**src/hw/ssp_defs.svh**
```systemverilog
// Constants for the system clock select and prescaler block.
// Assumes a 10 MHz core clock and Avalon-MM byte addresses.
`ifndef SSP_DEFS_SVH
`define SSP_DEFS_SVH

// ==========================================================
// Clock and timing
`define SSP_CORE_CLK_HZ      10000000
`define SSP_LP_OSC_HZ        128000
`define SSP_LP_OSC_DIV       (`SSP_CORE_CLK_HZ / `SSP_LP_OSC_HZ)
`define SSP_WAKE_CK          6
`define SSP_RESET_CK         14
`define SSP_LP_SHORT_US      4000
`define SSP_LP_LONG_US       64000
`define SSP_STD_SHORT_US     4100
`define SSP_STD_LONG_US      65000
`define SSP_US_TO_CYC(us)    ((us) * (`SSP_CORE_CLK_HZ / 1000000))
`define SSP_PCE_WINDOW       4
`define SSP_STRAP_SETTLE     3

// ==========================================================
// Register map (byte addresses, one 32-bit word each)
`define SSP_PRESCALE_INDEX   10'h061
`define SSP_PRESCALE_ADDR    (`SSP_PRESCALE_INDEX * 4)
`define SSP_STATUS_ADDR      10'h000
`define SSP_ASYNC_ADDR       10'h004

// ==========================================================
// Field layout and values
`define SSP_PCE_BIT          7
`define SSP_PCE_ARM_VAL      8'h80
`define SSP_PS_MAX           4'h8
`define SSP_PS_RESET         4'h0
`define SSP_PS_DIV8          4'h3
`define SSP_SRC_EXT          4'h0
`define SSP_SRC_RC           4'h2
`define SSP_SRC_LP           4'h3
`define SSP_STARTUP_SHORT    2'h1
`define SSP_STARTUP_LONG     2'h2

`endif

```
**src/hw/ssp_pkg.sv**
```systemverilog
// Types shared by the clock select and prescaler files.
// Assumes nothing beyond a SystemVerilog compiler.
package ssp_pkg;

  // ========================================================
  // Sequencer states
  typedef enum logic [2:0] {
    SSP_INIT   = 3'b000,
    SSP_RST_CK = 3'b001,
    SSP_RST_MS = 3'b010,
    SSP_RUN    = 3'b011,
    SSP_SLEEP  = 3'b100,
    SSP_WAKE   = 3'b101
  } ssp_state_type;

  // ========================================================
  // Clock source kinds
  typedef enum logic [1:0] {
    SSP_CLK_RC  = 2'b00,
    SSP_CLK_EXT = 2'b01,
    SSP_CLK_LP  = 2'b10
  } ssp_source_type;

endpackage

```
**src/hw/ssp_ripple_stage.sv**
```systemverilog
// One stage of the prescaler ripple counter.
// Assumes the stage below hands over its carry in the same cycle.
`timescale 1ns/1ps
module ssp_ripple_stage (
  input  wire logic core_clk,
  input  wire logic rst,
  input  wire logic carry_in,
  output logic      bit_q,
  output logic      carry_out
);

  logic bit_reg;

  always_ff @(posedge core_clk or posedge rst) begin
    if (rst) begin
      bit_reg <= 1'b0;
    end else if (carry_in) begin
      bit_reg <= ~bit_reg;
    end
  end

  assign bit_q     = bit_reg;
  assign carry_out = carry_in & bit_reg;

endmodule // ssp_ripple_stage

```
**src/hw/ssp_clock_ctrl.sv**
```systemverilog
// Clock source select, start-up delay, clock output and prescaler.
// Assumes settings arrive as static straps, the external and timer
// oscillator pins are sampled on core_clk, and software uses Avalon-MM.
`timescale 1ns/1ps
`include "ssp_defs.svh"
module ssp_clock_ctrl #(
  parameter int unsigned LP_SHORT_CYC  = `SSP_US_TO_CYC(`SSP_LP_SHORT_US),
  parameter int unsigned LP_LONG_CYC   = `SSP_US_TO_CYC(`SSP_LP_LONG_US),
  parameter int unsigned STD_SHORT_CYC = `SSP_US_TO_CYC(`SSP_STD_SHORT_US),
  parameter int unsigned STD_LONG_CYC  = `SSP_US_TO_CYC(`SSP_STD_LONG_US),
  parameter int unsigned CNT_STAGES    = 8
) (
  input  wire logic        core_clk,
  input  wire logic        rst,
  input  wire logic [9:0]  avs_address,
  input  wire logic        avs_read,
  input  wire logic        avs_write,
  input  wire logic [31:0] avs_writedata,
  input  wire logic [3:0]  avs_byteenable,
  output logic [31:0]      avs_readdata,
  output logic             avs_waitrequest,
  input  wire logic [3:0]  clock_source_select_setting,
  input  wire logic [1:0]  startup_time_setting,
  input  wire logic        clock_output_setting,
  input  wire logic        divide_by_eight_setting,
  input  wire logic        external_clock_input,
  input  wire logic        timer_osc_pin_one,
  input  wire logic        sleep_request,
  output logic             cpu_clock_domain_en,
  output logic             io_clock_domain_en,
  output logic             flash_clock_domain_en,
  output logic             timer_clock_en,
  output logic             clock_output_pin_o,
  output logic             clock_output_pin_oe,
  output logic             sys_reset_active
);
  import ssp_pkg::*;

  // ========================================================
  // Pin synchronisers
  logic [1:0] ext_sync_reg;
  logic [1:0] tosc_sync_reg;
  logic       ext_prev_reg;
  logic       tosc_prev_reg;
  logic [7:0] strap_meta_reg;
  logic [7:0] strap_sync_reg;
  wire  [7:0] strap_pins = {divide_by_eight_setting, clock_output_setting,
                            startup_time_setting,
                            clock_source_select_setting};

  always_ff @(posedge core_clk or posedge rst) begin
    if (rst) begin
      ext_sync_reg   <= 2'h0;
      tosc_sync_reg  <= 2'h0;
      ext_prev_reg   <= 1'b0;
      tosc_prev_reg  <= 1'b0;
      strap_meta_reg <= 8'h00;
      strap_sync_reg <= 8'h00;
    end else begin
      ext_sync_reg   <= {ext_sync_reg[0], external_clock_input};
      tosc_sync_reg  <= {tosc_sync_reg[0], timer_osc_pin_one};
      ext_prev_reg   <= ext_sync_reg[1];
      tosc_prev_reg  <= tosc_sync_reg[1];
      strap_meta_reg <= strap_pins;
      strap_sync_reg <= strap_meta_reg;
    end
  end

  wire ext_rise  = ext_sync_reg[1] & ~ext_prev_reg;
  wire tosc_rise = tosc_sync_reg[1] & ~tosc_prev_reg;

  // ========================================================
  // Settings captured once after reset release
  ssp_state_type state_reg;
  ssp_state_type state_next;
  logic [3:0]    src_sel_reg;
  logic [1:0]    startup_reg;
  logic          clk_out_reg;
  logic          div8_reg;
  logic [1:0]    settle_reg;
  wire           capture = (state_reg == SSP_INIT) &&
                           (settle_reg == 2'(`SSP_STRAP_SETTLE - 1));

  always_ff @(posedge core_clk or posedge rst) begin
    if (rst) begin
      settle_reg <= 2'h0;
      src_sel_reg <= 4'h0;
      startup_reg <= 2'h0;
      clk_out_reg <= 1'b0;
      div8_reg   <= 1'b0;
    end else if (state_reg == SSP_INIT) begin
      settle_reg <= settle_reg + 2'h1;
      if (capture) begin
        src_sel_reg <= strap_sync_reg[3:0];
        startup_reg <= strap_sync_reg[5:4];
        clk_out_reg <= strap_sync_reg[6];
        div8_reg  <= strap_sync_reg[7];
      end
    end
  end

  // Unlisted codes fall back to the calibrated RC source
  wire ssp_source_type source =
    (src_sel_reg == `SSP_SRC_LP)  ? SSP_CLK_LP :
    (src_sel_reg == `SSP_SRC_EXT) ? SSP_CLK_EXT :
    SSP_CLK_RC;

  // ========================================================
  // Source clock ticks on the core clock
  localparam int unsigned LP_DIV = `SSP_LP_OSC_DIV;
  logic [6:0] lp_cnt_reg;
  wire        lp_tick = (lp_cnt_reg == 7'(LP_DIV - 1));

  always_ff @(posedge core_clk or posedge rst) begin
    if (rst) begin
      lp_cnt_reg <= 7'h00;
    end else if (lp_tick) begin
      lp_cnt_reg <= 7'h00;
    end else begin
      lp_cnt_reg <= lp_cnt_reg + 7'h01;
    end
  end

  // External pin is trusted to change slowly between cycles
  wire src_tick = (source == SSP_CLK_LP)  ? lp_tick :
                  (source == SSP_CLK_EXT) ? ext_rise :
                  1'b1;

  // ========================================================
  // Ripple prescaler counter, not visible to software
  logic [CNT_STAGES:0]   carry;
  logic [CNT_STAGES-1:0] cnt_bits;
  assign carry[0] = src_tick;

  genvar g;
  generate
    for (g = 0; g < CNT_STAGES; g++) begin : g_stage
      ssp_ripple_stage u_stage (
        .core_clk  (core_clk),
        .rst       (rst),
        .carry_in  (carry[g]),
        .bit_q     (cnt_bits[g]),
        .carry_out (carry[g+1])
      );
    end
  endgenerate

  logic [3:0] ps_reg;
  logic [3:0] ps_active_reg;
  logic       pend_reg;
  wire  [CNT_STAGES-1:0] div_mask =
    ~({CNT_STAGES{1'b1}} << ps_active_reg);
  wire div_done = src_tick & ((cnt_bits & div_mask) == div_mask);

  // Switch only at the end of an old period, so the counter bits under the old mask wrap
  // to zero and a first new period at a ratio no larger than the old is whole
  always_ff @(posedge core_clk or posedge rst) begin
    if (rst) begin
      ps_active_reg <= `SSP_PS_RESET;
    end else if (capture) begin
      ps_active_reg <= strap_sync_reg[7] ? `SSP_PS_DIV8
                                         : `SSP_PS_RESET;
    end else if (pend_reg && div_done) begin
      ps_active_reg <= ps_reg;
    end
  end

  // ========================================================
  // Start-up and wake sequencer
  logic [19:0] tmr_reg;
  logic [19:0] tmr_next;
  logic [19:0] ms_cyc;

  always_comb begin
    ms_cyc = 20'h00000;
    if (startup_reg == `SSP_STARTUP_SHORT) begin
      ms_cyc = (source == SSP_CLK_LP) ? 20'(LP_SHORT_CYC)
                                      : 20'(STD_SHORT_CYC);
    end else if (startup_reg == `SSP_STARTUP_LONG) begin
      ms_cyc = (source == SSP_CLK_LP) ? 20'(LP_LONG_CYC)
                                      : 20'(STD_LONG_CYC);
    end
  end

  always_comb begin
    state_next = state_reg;
    tmr_next   = tmr_reg;
    case (state_reg)
      SSP_INIT: begin
        if (capture) begin
          state_next = SSP_RST_CK;
          tmr_next   = 20'(`SSP_RESET_CK);
        end
      end
      SSP_RST_CK: begin
        if (src_tick) begin
          tmr_next = tmr_reg - 20'h1;
          if (tmr_reg == 20'h1) begin
            state_next = (ms_cyc == 20'h0) ? SSP_RUN : SSP_RST_MS;
            tmr_next   = ms_cyc;
          end
        end
      end
      SSP_RST_MS: begin
        tmr_next = tmr_reg - 20'h1;
        if (tmr_reg == 20'h1) begin
          state_next = SSP_RUN;
        end
      end
      SSP_RUN: begin
        if (sleep_request) begin
          state_next = SSP_SLEEP;
        end
      end
      SSP_SLEEP: begin
        if (!sleep_request) begin
          state_next = SSP_WAKE;
          tmr_next   = 20'(`SSP_WAKE_CK);
        end
      end
      SSP_WAKE: begin
        if (src_tick) begin
          tmr_next = tmr_reg - 20'h1;
          if (tmr_reg == 20'h1) begin
            state_next = SSP_RUN;
          end
        end
      end
      default: begin
        state_next = SSP_INIT;
      end
    endcase
  end

  logic rst_act_reg;
  wire  rst_act_next = (state_next == SSP_INIT) ||
                       (state_next == SSP_RST_CK) ||
                       (state_next == SSP_RST_MS);

  always_ff @(posedge core_clk or posedge rst) begin
    if (rst) begin
      state_reg   <= SSP_INIT;
      tmr_reg     <= 20'h00000;
      rst_act_reg <= 1'b1;
    end else begin
      state_reg   <= state_next;
      tmr_reg     <= tmr_next;
      rst_act_reg <= rst_act_next;
    end
  end

  wire in_reset = (state_reg == SSP_INIT) || (state_reg == SSP_RST_CK) ||
                  (state_reg == SSP_RST_MS);
  wire running  = (state_reg == SSP_RUN);

  // ========================================================
  // Avalon-MM slave, one wait state per access
  logic        wait_reg;
  logic [31:0] rdata_reg;
  logic        pce_reg;
  logic [1:0]  win_reg;
  logic        async_en_reg;

  wire        req_take = (avs_read | avs_write) & wait_reg;
  wire        hit_pr   = (avs_address == 10'(`SSP_PRESCALE_ADDR));
  wire        hit_st   = (avs_address == `SSP_STATUS_ADDR);
  wire        hit_as   = (avs_address == `SSP_ASYNC_ADDR);
  wire        wr_lane0 = req_take & avs_write & avs_byteenable[0];
  wire [7:0]  wbyte    = avs_writedata[7:0];
  wire        wr_pr    = wr_lane0 & hit_pr;
  wire        arm_wr   = wr_pr & (wbyte == `SSP_PCE_ARM_VAL);
  wire        sel_wr   = wr_pr & ~wbyte[`SSP_PCE_BIT] & pce_reg;
  wire        sel_ok   = (wbyte[3:0] <= `SSP_PS_MAX);
  wire [31:0] rd_pr    = {24'h0, pce_reg, 3'h0, ps_reg};
  wire [31:0] rd_st    = {18'h0, ps_active_reg, ~running, in_reset,
                          div8_reg, clk_out_reg, startup_reg, src_sel_reg};
  wire [31:0] rd_as    = {31'h0, async_en_reg};
  wire [31:0] rd_mux   = hit_pr ? rd_pr : hit_st ? rd_st :
                         hit_as ? rd_as : 32'h0;

  always_ff @(posedge core_clk or posedge rst) begin
    if (rst) begin
      wait_reg  <= 1'b1;
      rdata_reg <= 32'h0;
    end else begin
      wait_reg <= ~req_take;
      if (req_take && avs_read) begin
        rdata_reg <= rd_mux;
      end
    end
  end

  // ========================================================
  // Timed prescale change sequence
  always_ff @(posedge core_clk or posedge rst) begin
    if (rst) begin
      pce_reg <= 1'b0;
      win_reg <= 2'h0;
    end else if (sel_wr) begin
      pce_reg <= 1'b0;
    end else if (arm_wr && !pce_reg) begin
      pce_reg <= 1'b1;
      win_reg <= 2'(`SSP_PCE_WINDOW - 1);
    end else if (pce_reg) begin
      if (win_reg == 2'h0) begin
        pce_reg <= 1'b0;
      end else begin
        win_reg <= win_reg - 2'h1;
      end
    end
  end

  // Reserved codes are dropped and the window still closes
  always_ff @(posedge core_clk or posedge rst) begin
    if (rst) begin
      ps_reg   <= `SSP_PS_RESET;
      pend_reg <= 1'b0;
    end else if (capture) begin
      ps_reg <= strap_sync_reg[7] ? `SSP_PS_DIV8 : `SSP_PS_RESET;
    end else if (sel_wr && sel_ok) begin
      ps_reg   <= wbyte[3:0];
      pend_reg <= 1'b1;
    end else if (pend_reg && div_done) begin
      pend_reg <= 1'b0;
    end
  end

  always_ff @(posedge core_clk or posedge rst) begin
    if (rst) begin
      async_en_reg <= 1'b0;
    end else if (wr_lane0 && hit_as) begin
      async_en_reg <= avs_writedata[0];
    end
  end

  // ========================================================
  // Clock enables and clock output pin
  logic cpu_en_reg;
  logic io_en_reg;
  logic flash_en_reg;
  logic tmr_en_reg;
  logic pin_clk_reg;
  logic pin_oe_reg;

  always_ff @(posedge core_clk or posedge rst) begin
    if (rst) begin
      cpu_en_reg   <= 1'b0;
      io_en_reg    <= 1'b0;
      flash_en_reg <= 1'b0;
      tmr_en_reg   <= 1'b0;
      pin_clk_reg  <= 1'b0;
      pin_oe_reg   <= 1'b0;
    end else begin
      cpu_en_reg   <= running & div_done;
      io_en_reg    <= running & div_done;
      flash_en_reg <= running & div_done;
      tmr_en_reg   <= async_en_reg & tosc_rise &
                      (source == SSP_CLK_RC);
      pin_clk_reg  <= clk_out_reg & div_done;
      pin_oe_reg   <= clk_out_reg;
    end
  end

  assign avs_waitrequest       = wait_reg;
  assign avs_readdata          = rdata_reg;
  assign cpu_clock_domain_en   = cpu_en_reg;
  assign io_clock_domain_en    = io_en_reg;
  assign flash_clock_domain_en = flash_en_reg;
  assign timer_clock_en        = tmr_en_reg;
  assign clock_output_pin_o    = pin_clk_reg;
  assign clock_output_pin_oe   = pin_oe_reg;
  assign sys_reset_active      = rst_act_reg;

endmodule // ssp_clock_ctrl

```
**config.mk**
```make
export PLATFORM = sky130hd
export DESIGN_NAME = ssp_clock_ctrl
export DESIGN_NICKNAME = d
export VERILOG_FILES = /design/src/hw/ssp_pkg.sv /design/src/hw/ssp_ripple_stage.sv /design/src/hw/ssp_clock_ctrl.sv
export VERILOG_INCLUDE_DIRS = /design/src /design/src/hw
export SDC_FILE = /design/constraint.sdc
export NUM_CORES = 1
export LEC_CHECK = 0
export BUFFER_PORTS_ARGS = -buffer_cell sky130_fd_sc_hd__buf_2
export CAP_MARGIN = 20
export CORE_MARGIN = 4
export CORE_UTILIZATION = 57
export CTS_BUF_LIST = sky130_fd_sc_hd__clkbuf_4 sky130_fd_sc_hd__clkbuf_8
export DETAILED_ROUTE_END_ITERATION = 8
export PLACE_DENSITY = 0.9
export SLEW_MARGIN = 10
export SYNTH_ARGS = -nofsm -noshare
export SYNTH_HDL_FRONTEND = slang
export SYNTH_SLANG_ARGS = --single-unit
```
**constraint.sdc**
```tcl
create_clock -name core_clk -period 3.4 [get_ports core_clk]
set_input_delay 0.34 -clock core_clk [delete_from_list [all_inputs] [get_ports core_clk]]
set_output_delay 0.34 -clock core_clk [all_outputs]
set_load 0.01 [all_outputs]
```
* Word level (Yosys, flattened, before mapping)
Index checks and enable logic that the tools add are counted. W data, S select, Z words.
Word-level totals: register bits 121, input bits 61, output and inout port bits 40, logic and storage cells 172
Operators by class: add/sub/neg operators 4, order comparisons 1, equal/unequal tests 24, shifts and indexed selects 1, multiplexer cells 41, bitwise logic cells 39, reduce and logical (&&, ||, !) cells 27
Operators with widths (count):
- $mux W20 | 7
- $pmux W20 S5 | 1
- $mux W14 | 4
- $and A1 B1 Y1 | 21
- $mux W3 | 7
- $eq A20 B1 Y1 const B | 1
- $logic_not A20 Y1 | 1
- $sub A20 B1 Y20 const B | 1
- $pmux W3 S6 | 1
- $mux W4 | 4
- $not A1 Y1 | 15
- $mux W1 | 11
- $eq A10 B3 Y1 const B | 1
- $eq A10 B9 Y1 const B | 1
- $logic_not A10 Y1 | 1
- $mux W2 | 5
- $eq A3 B2 Y1 const B | 3
- $and A8 B8 Y8 | 1
- $eq A8 B8 Y1 | 1
- $eq A8 B8 Y1 const B | 1
- $not A8 Y8 | 1
- $reduce_bool A2 Y1 | 4
- $shl A8 B4 Y8 const A | 1
- $add A7 B1 Y7 const B | 1
- 23 further kinds | 42

* Depth between registers and ports, before layout
depth after elaboration 15, mapped depth 10, gate-level depth less buffers 8

* Hierarchy
Synthesis repeated with hierarchy kept, for this count alone.
Second synthesis, totals: cell total of the unflattened synthesis 537, area total of the unflattened synthesis 5148.7 sq um
By module, submodules not included:
- ssp_clock_ctrl | instances 1, cells each 505, area each 4788.3 sq um, seq. area each 2379.8 sq um
- ssp_ripple_stage | instances 8, cells each 4, area each 45.0 sq um, seq. area each 25.0 sq um

* Worst setup path after synthesis
No wires, ideal clock.
path type reg2reg, from register tmr_reg[14], to register tmr_reg[8], setup time 0.121 ns, arrival time 2.211 ns, required time 3.279 ns, path slack 1.068 ns, cell stages (with the launch flop) 8, buffers on the path 1, clock period less this slack 2.332 ns, cell sequence dfrtp_1 > or4_1 > or2_0 > buf_6 > or4_4 > a21oi_2 > o21ai_1 > a22o_1
On the way: longest elaborated chain between the ends 4
RTL lines:
- start, declared | RTL line ssp_clock_ctrl.sv:170 | logic [19:0] tmr_reg;
- start signal, assigned | RTL line ssp_clock_ctrl.sv:247 | tmr_reg <= tmr_next;
- $eq A20 B1 Y1 | RTL line ssp_clock_ctrl.sv:198 | if (tmr_reg == 20'h1) begin
- $mux W20 | RTL line ssp_clock_ctrl.sv:198
- $mux W20 | RTL line ssp_clock_ctrl.sv:196 | if (src_tick) begin
- $pmux W20 S5 | RTL line ssp_clock_ctrl.sv:188 | case (state_reg)
No other way between the ends. The select of a mux whose other input is x is not followed. A chain may end at the register's enable or synchronous reset.

* Worst setup path after layout
from register tmr_reg[14], to register tmr_reg[13]
The elaborated chain is that of the path after synthesis.

==> results.yml <==
clock_network:
  root_buffer: "clkbuf_8"
  numCtsBuffers: 9
  htreeDepth: 3
  post_cts_resized: 0
  cts_sinks: 103
  cts_buffer_depth: 2
  clk_latency_ps: 380
  cts_tree: "built"
  path_clk_slew_ps: 100
synth:
  synth_simple_gate_area_frac: 0.190
  synth_top_family_by_area: "simple AND/OR/NAND/NOR gates"
  synth_edf_count: 0
  synth_cell_types: 63
  avgSynthCellArea_um2: 10.0
  synthCells: 494
  synthAdderAreaFrac: 0.0202
  ys.flop_type: "dfrtp_1"
  muxShareOfSynthArea: 0.0233
  syn_area_um2: 4940
  synth_compound_area_frac: 0.160
  async_reset_ff_frac: 1.00
  ys_seq_elements: 103
  synth_xor_area_frac: 0.0266
  ys_warn_count: 0
  ys_seq_area_frac: 0.522
power_and_ir_drop:
  leakagePower_nw: 2.50
  ir_drop_uv: 303
  powerDensity_nw_per_um2: 637
setup_path:
  worstSetupStartpointType: "flop"
  worst_setup_path_end_kind: "flop"
  max_stage_delay_ps: 580
  crit_fanout: 10
  cp_data_required_time_ps: 3660
  worstPathArrival_ps: 3020
  worst-setup-path-type: "reg -> reg"
  crit_top_cell: "o21ai_0"
  crit_slowest_cell: "or4_1"
  cp_num_buf_inv: 0
  crit_chain: "or4_1 > or2_0 > o21ai_0 > and2_1 > o21ai_0 > a22o_1"
  startpoint: "tmr_reg[14]$_DFFE_PP0P_"
  cp_top_family: "simple AND/OR/NAND/NOR gates"
  r2r_start: "tmr_reg[14]$_DFFE_PP0P_"
global_route:
  grt_pass1_wl_um: 17800
  overflow: 0
  grt_max_degree: 92
  antenna_found_initial: 0
  grt_pass1_vias: 3673
  grt.total_usage: 0.220
sta:
  worst_clock_skew_ps: 19.5
  max_freq_mhz: 362
  max_slew_margin: 0.511
  setup_viol: 0
  tns_ps: 0
  final.period_utilization: 0.812
  max_slew.worst_pin.slew_ps: 732
  rsz0062_at_grt: "no"
  period_needed_ps: 2760
  slew_viol_final: 0
  hold_viol: 0
  whs_ps: 69.6
floorplanning:
  die_area_um2: 10200
  die-height_um: 101
  coreArea_um2: 8340
  pin_count: 101
  rows: 33
  initial_core_util: 0.593
  dieWidth_um: 101
placement:
  place_congestion: 0.899
  detailed_place.area_um2: 5260
  dp_hpwl_um: 7660
  port_buffers: 55
  dp.cells: 642
route:
  drc_errors: 0
  drtPass1Iterations: 6
  drt_iter0_drc: 407
  post_drt_wl_per_cell_um: 16.2
  routed_wl_um: 10700
  avgViaCountPerCell: 5.94
  detail-route-antenna-nets: 0
  vias: 3914
run:
  cap_violations: 0
finish:
  largest_reg_flops: 20
  fin_area_um2: 5460
  num-nets-final: 618
  n_antenna_cell: 0
  fin_cells: 659
  n_fill_cell: 644
  drive_above_1_share: 0.171
  area_growth_syn_to_layout_pct: 10.5
hold_path:
  hp-start: "startup_time_setting[0]"
  min_path_type: "in -> reg"
run_status:
  status: "finished clean"
-- where the power goes --
| part | total [mW] | internal [mW] | switching [mW] |
|---|---|---|---|
| clock | 0.734 | 0.297 | 0.437 |
| combinational | 1.09 | 0.427 | 0.663 |
| sequential | 1.65 | 1.42 | 0.230 |
-- repair_timing --
item / in CTS / in global routing
endpoints found under the setup margin: 0 / 0
hold buffers: 1 / 0
endpoints found under the hold margin: 12 / 0
setup buffers: 0 / 0
-- cells in the final DEF (no fill, tap or decap), types with 3 or more instances in the layout --
| cell type | instances |
|---|---|
| o31ai_1 | 3 |
| ha_1 | 8 |
| o22ai_1 | 3 |
| conb_1 | 18 |
| nor2_1 | 35 |
| mux2_2 | 4 |
| a21boi_0 | 4 |
| or3_1 | 7 |
| nand4_1 | 9 |
| and4_1 | 4 |
| xor2_1 | 5 |
| a21o_1 | 4 |
| a22o_1 | 11 |
| nor4b_1 | 3 |
| mux2i_1 | 7 |
| nor3b_1 | 4 |
| buf_2 | 55 |
| a21oi_1 | 25 |
| inv_1 | 12 |
| nand2b_1 | 6 |
| or4_1 | 6 |
| xnor2_1 | 10 |
| and2_1 | 6 |
| nand2_1 | 68 |
| buf_4 | 8 |
| nor2b_1 | 4 |
| o21ai_0 | 36 |
| o22a_1 | 3 |
| a22oi_1 | 4 |
| dfrtp_1 | 101 |
| nor3_1 | 10 |
| nor4_1 | 5 |
| clkbuf_8 | 10 |
| nand3_1 | 10 |
| o32ai_1 | 3 |
-- through the flow --
step	utilization	power, mW	setup slack, ps
after floorplan	-	2.47	359
after global placement	0.631	2.67	848
after detailed placement	0.631	2.73	700
after CTS	0.655	3.46	688
after global routing	0.655	3.69	469
final	0.655	3.48	640
-- cells by family (layout without fill, tap and decap cells) --
kind of cell             count (synthesis)  count (layout)
AND/OR/NAND/NOR                        186             186
AO/OA/AOI/OAI                          119             119
flip-flops                             103             103
buffers and inverters                   51              94
XOR/XNOR                                15              15
multiplexers                            11              11
adder cells (fa/ha/maj)                  8               8
other                                    1              18
-- final timing paths --
path | endpoint | depth (start not counted) | slack [ps]
worst min-delay path | strap_meta_reg[4]$_DFF_PP0_ | 1 | 70
worst min register to register | strap_sync_reg[6]$_DFF_PP0_ | 0 | 360
worst max-delay path | tmr_reg[13]$_DFFE_PP0P_ | 6 | 640
min in group asynchronous | strap_meta_reg[4]$_DFF_PP0_ | 3 | 410
worst max register to register | tmr_reg[13]$_DFFE_PP0P_ | 6 | 640
max in group asynchronous | avs_waitrequest$_DFF_PP1_ | 4 | 2270
-- layout make-up --
class | count | area, um^2 | share of cell area
tap | 105 | 131 | 0.0241
timing repair buffer | 65 | 365 | 0.0669
clock buffer | 10 | 138 | 0.0252
multi-input combinational | 357 | 2150 | 0.393
inverter | 13 | 51.3 | 0.00939
clock inverter | 6 | 50.0 | 0.00916
sequential | 103 | 2580 | 0.472
-- synthesized netlist by cell type, types with 3 or more instances --
library cell / instances / share of area
a21boi_0: 4 / 0.0061
a21o_1: 4 / 0.0061
a21oi_1: 25 / 0.025
a22o_1: 11 / 0.019
a22oi_1: 4 / 0.0061
and2_1: 6 / 0.0076
and4_1: 4 / 0.0071
buf_2: 6 / 0.0061
buf_4: 20 / 0.030
clkbuf_1: 10 / 0.0076
dfrtp_1: 101 / 0.51
ha_1: 8 / 0.020
inv_1: 13 / 0.0099
mux2_2: 4 / 0.0091
mux2i_1: 7 / 0.014
nand2_1: 68 / 0.052
nand2b_1: 6 / 0.0076
nand3_1: 10 / 0.010
nand4_1: 9 / 0.011
nor2_1: 35 / 0.027
nor2b_1: 4 / 0.0051
nor3_1: 10 / 0.010
nor3b_1: 4 / 0.0061
nor4_1: 5 / 0.0063
nor4b_1: 3 / 0.0053
o21ai_0: 36 / 0.036
o22a_1: 3 / 0.0053
o22ai_1: 3 / 0.0038
o31ai_1: 3 / 0.0046
o32ai_1: 3 / 0.0053
or3_1: 7 / 0.0089
or4_1: 6 / 0.0091
xnor2_1: 10 / 0.018
xor2_1: 5 / 0.0089
-- per-layer routing --
layer / GRT usage / up-vias / part of all wire
met5: 0 / - / 0
met4: 0.0787 / 0 / 0.016
met3: 0.0346 / 15 / 0.071
met2: 0.354 / 164 / 0.48
met1: 0.304 / 1889 / 0.43
li1: - / 1846 / -
(Power assumes the default switching activity.)
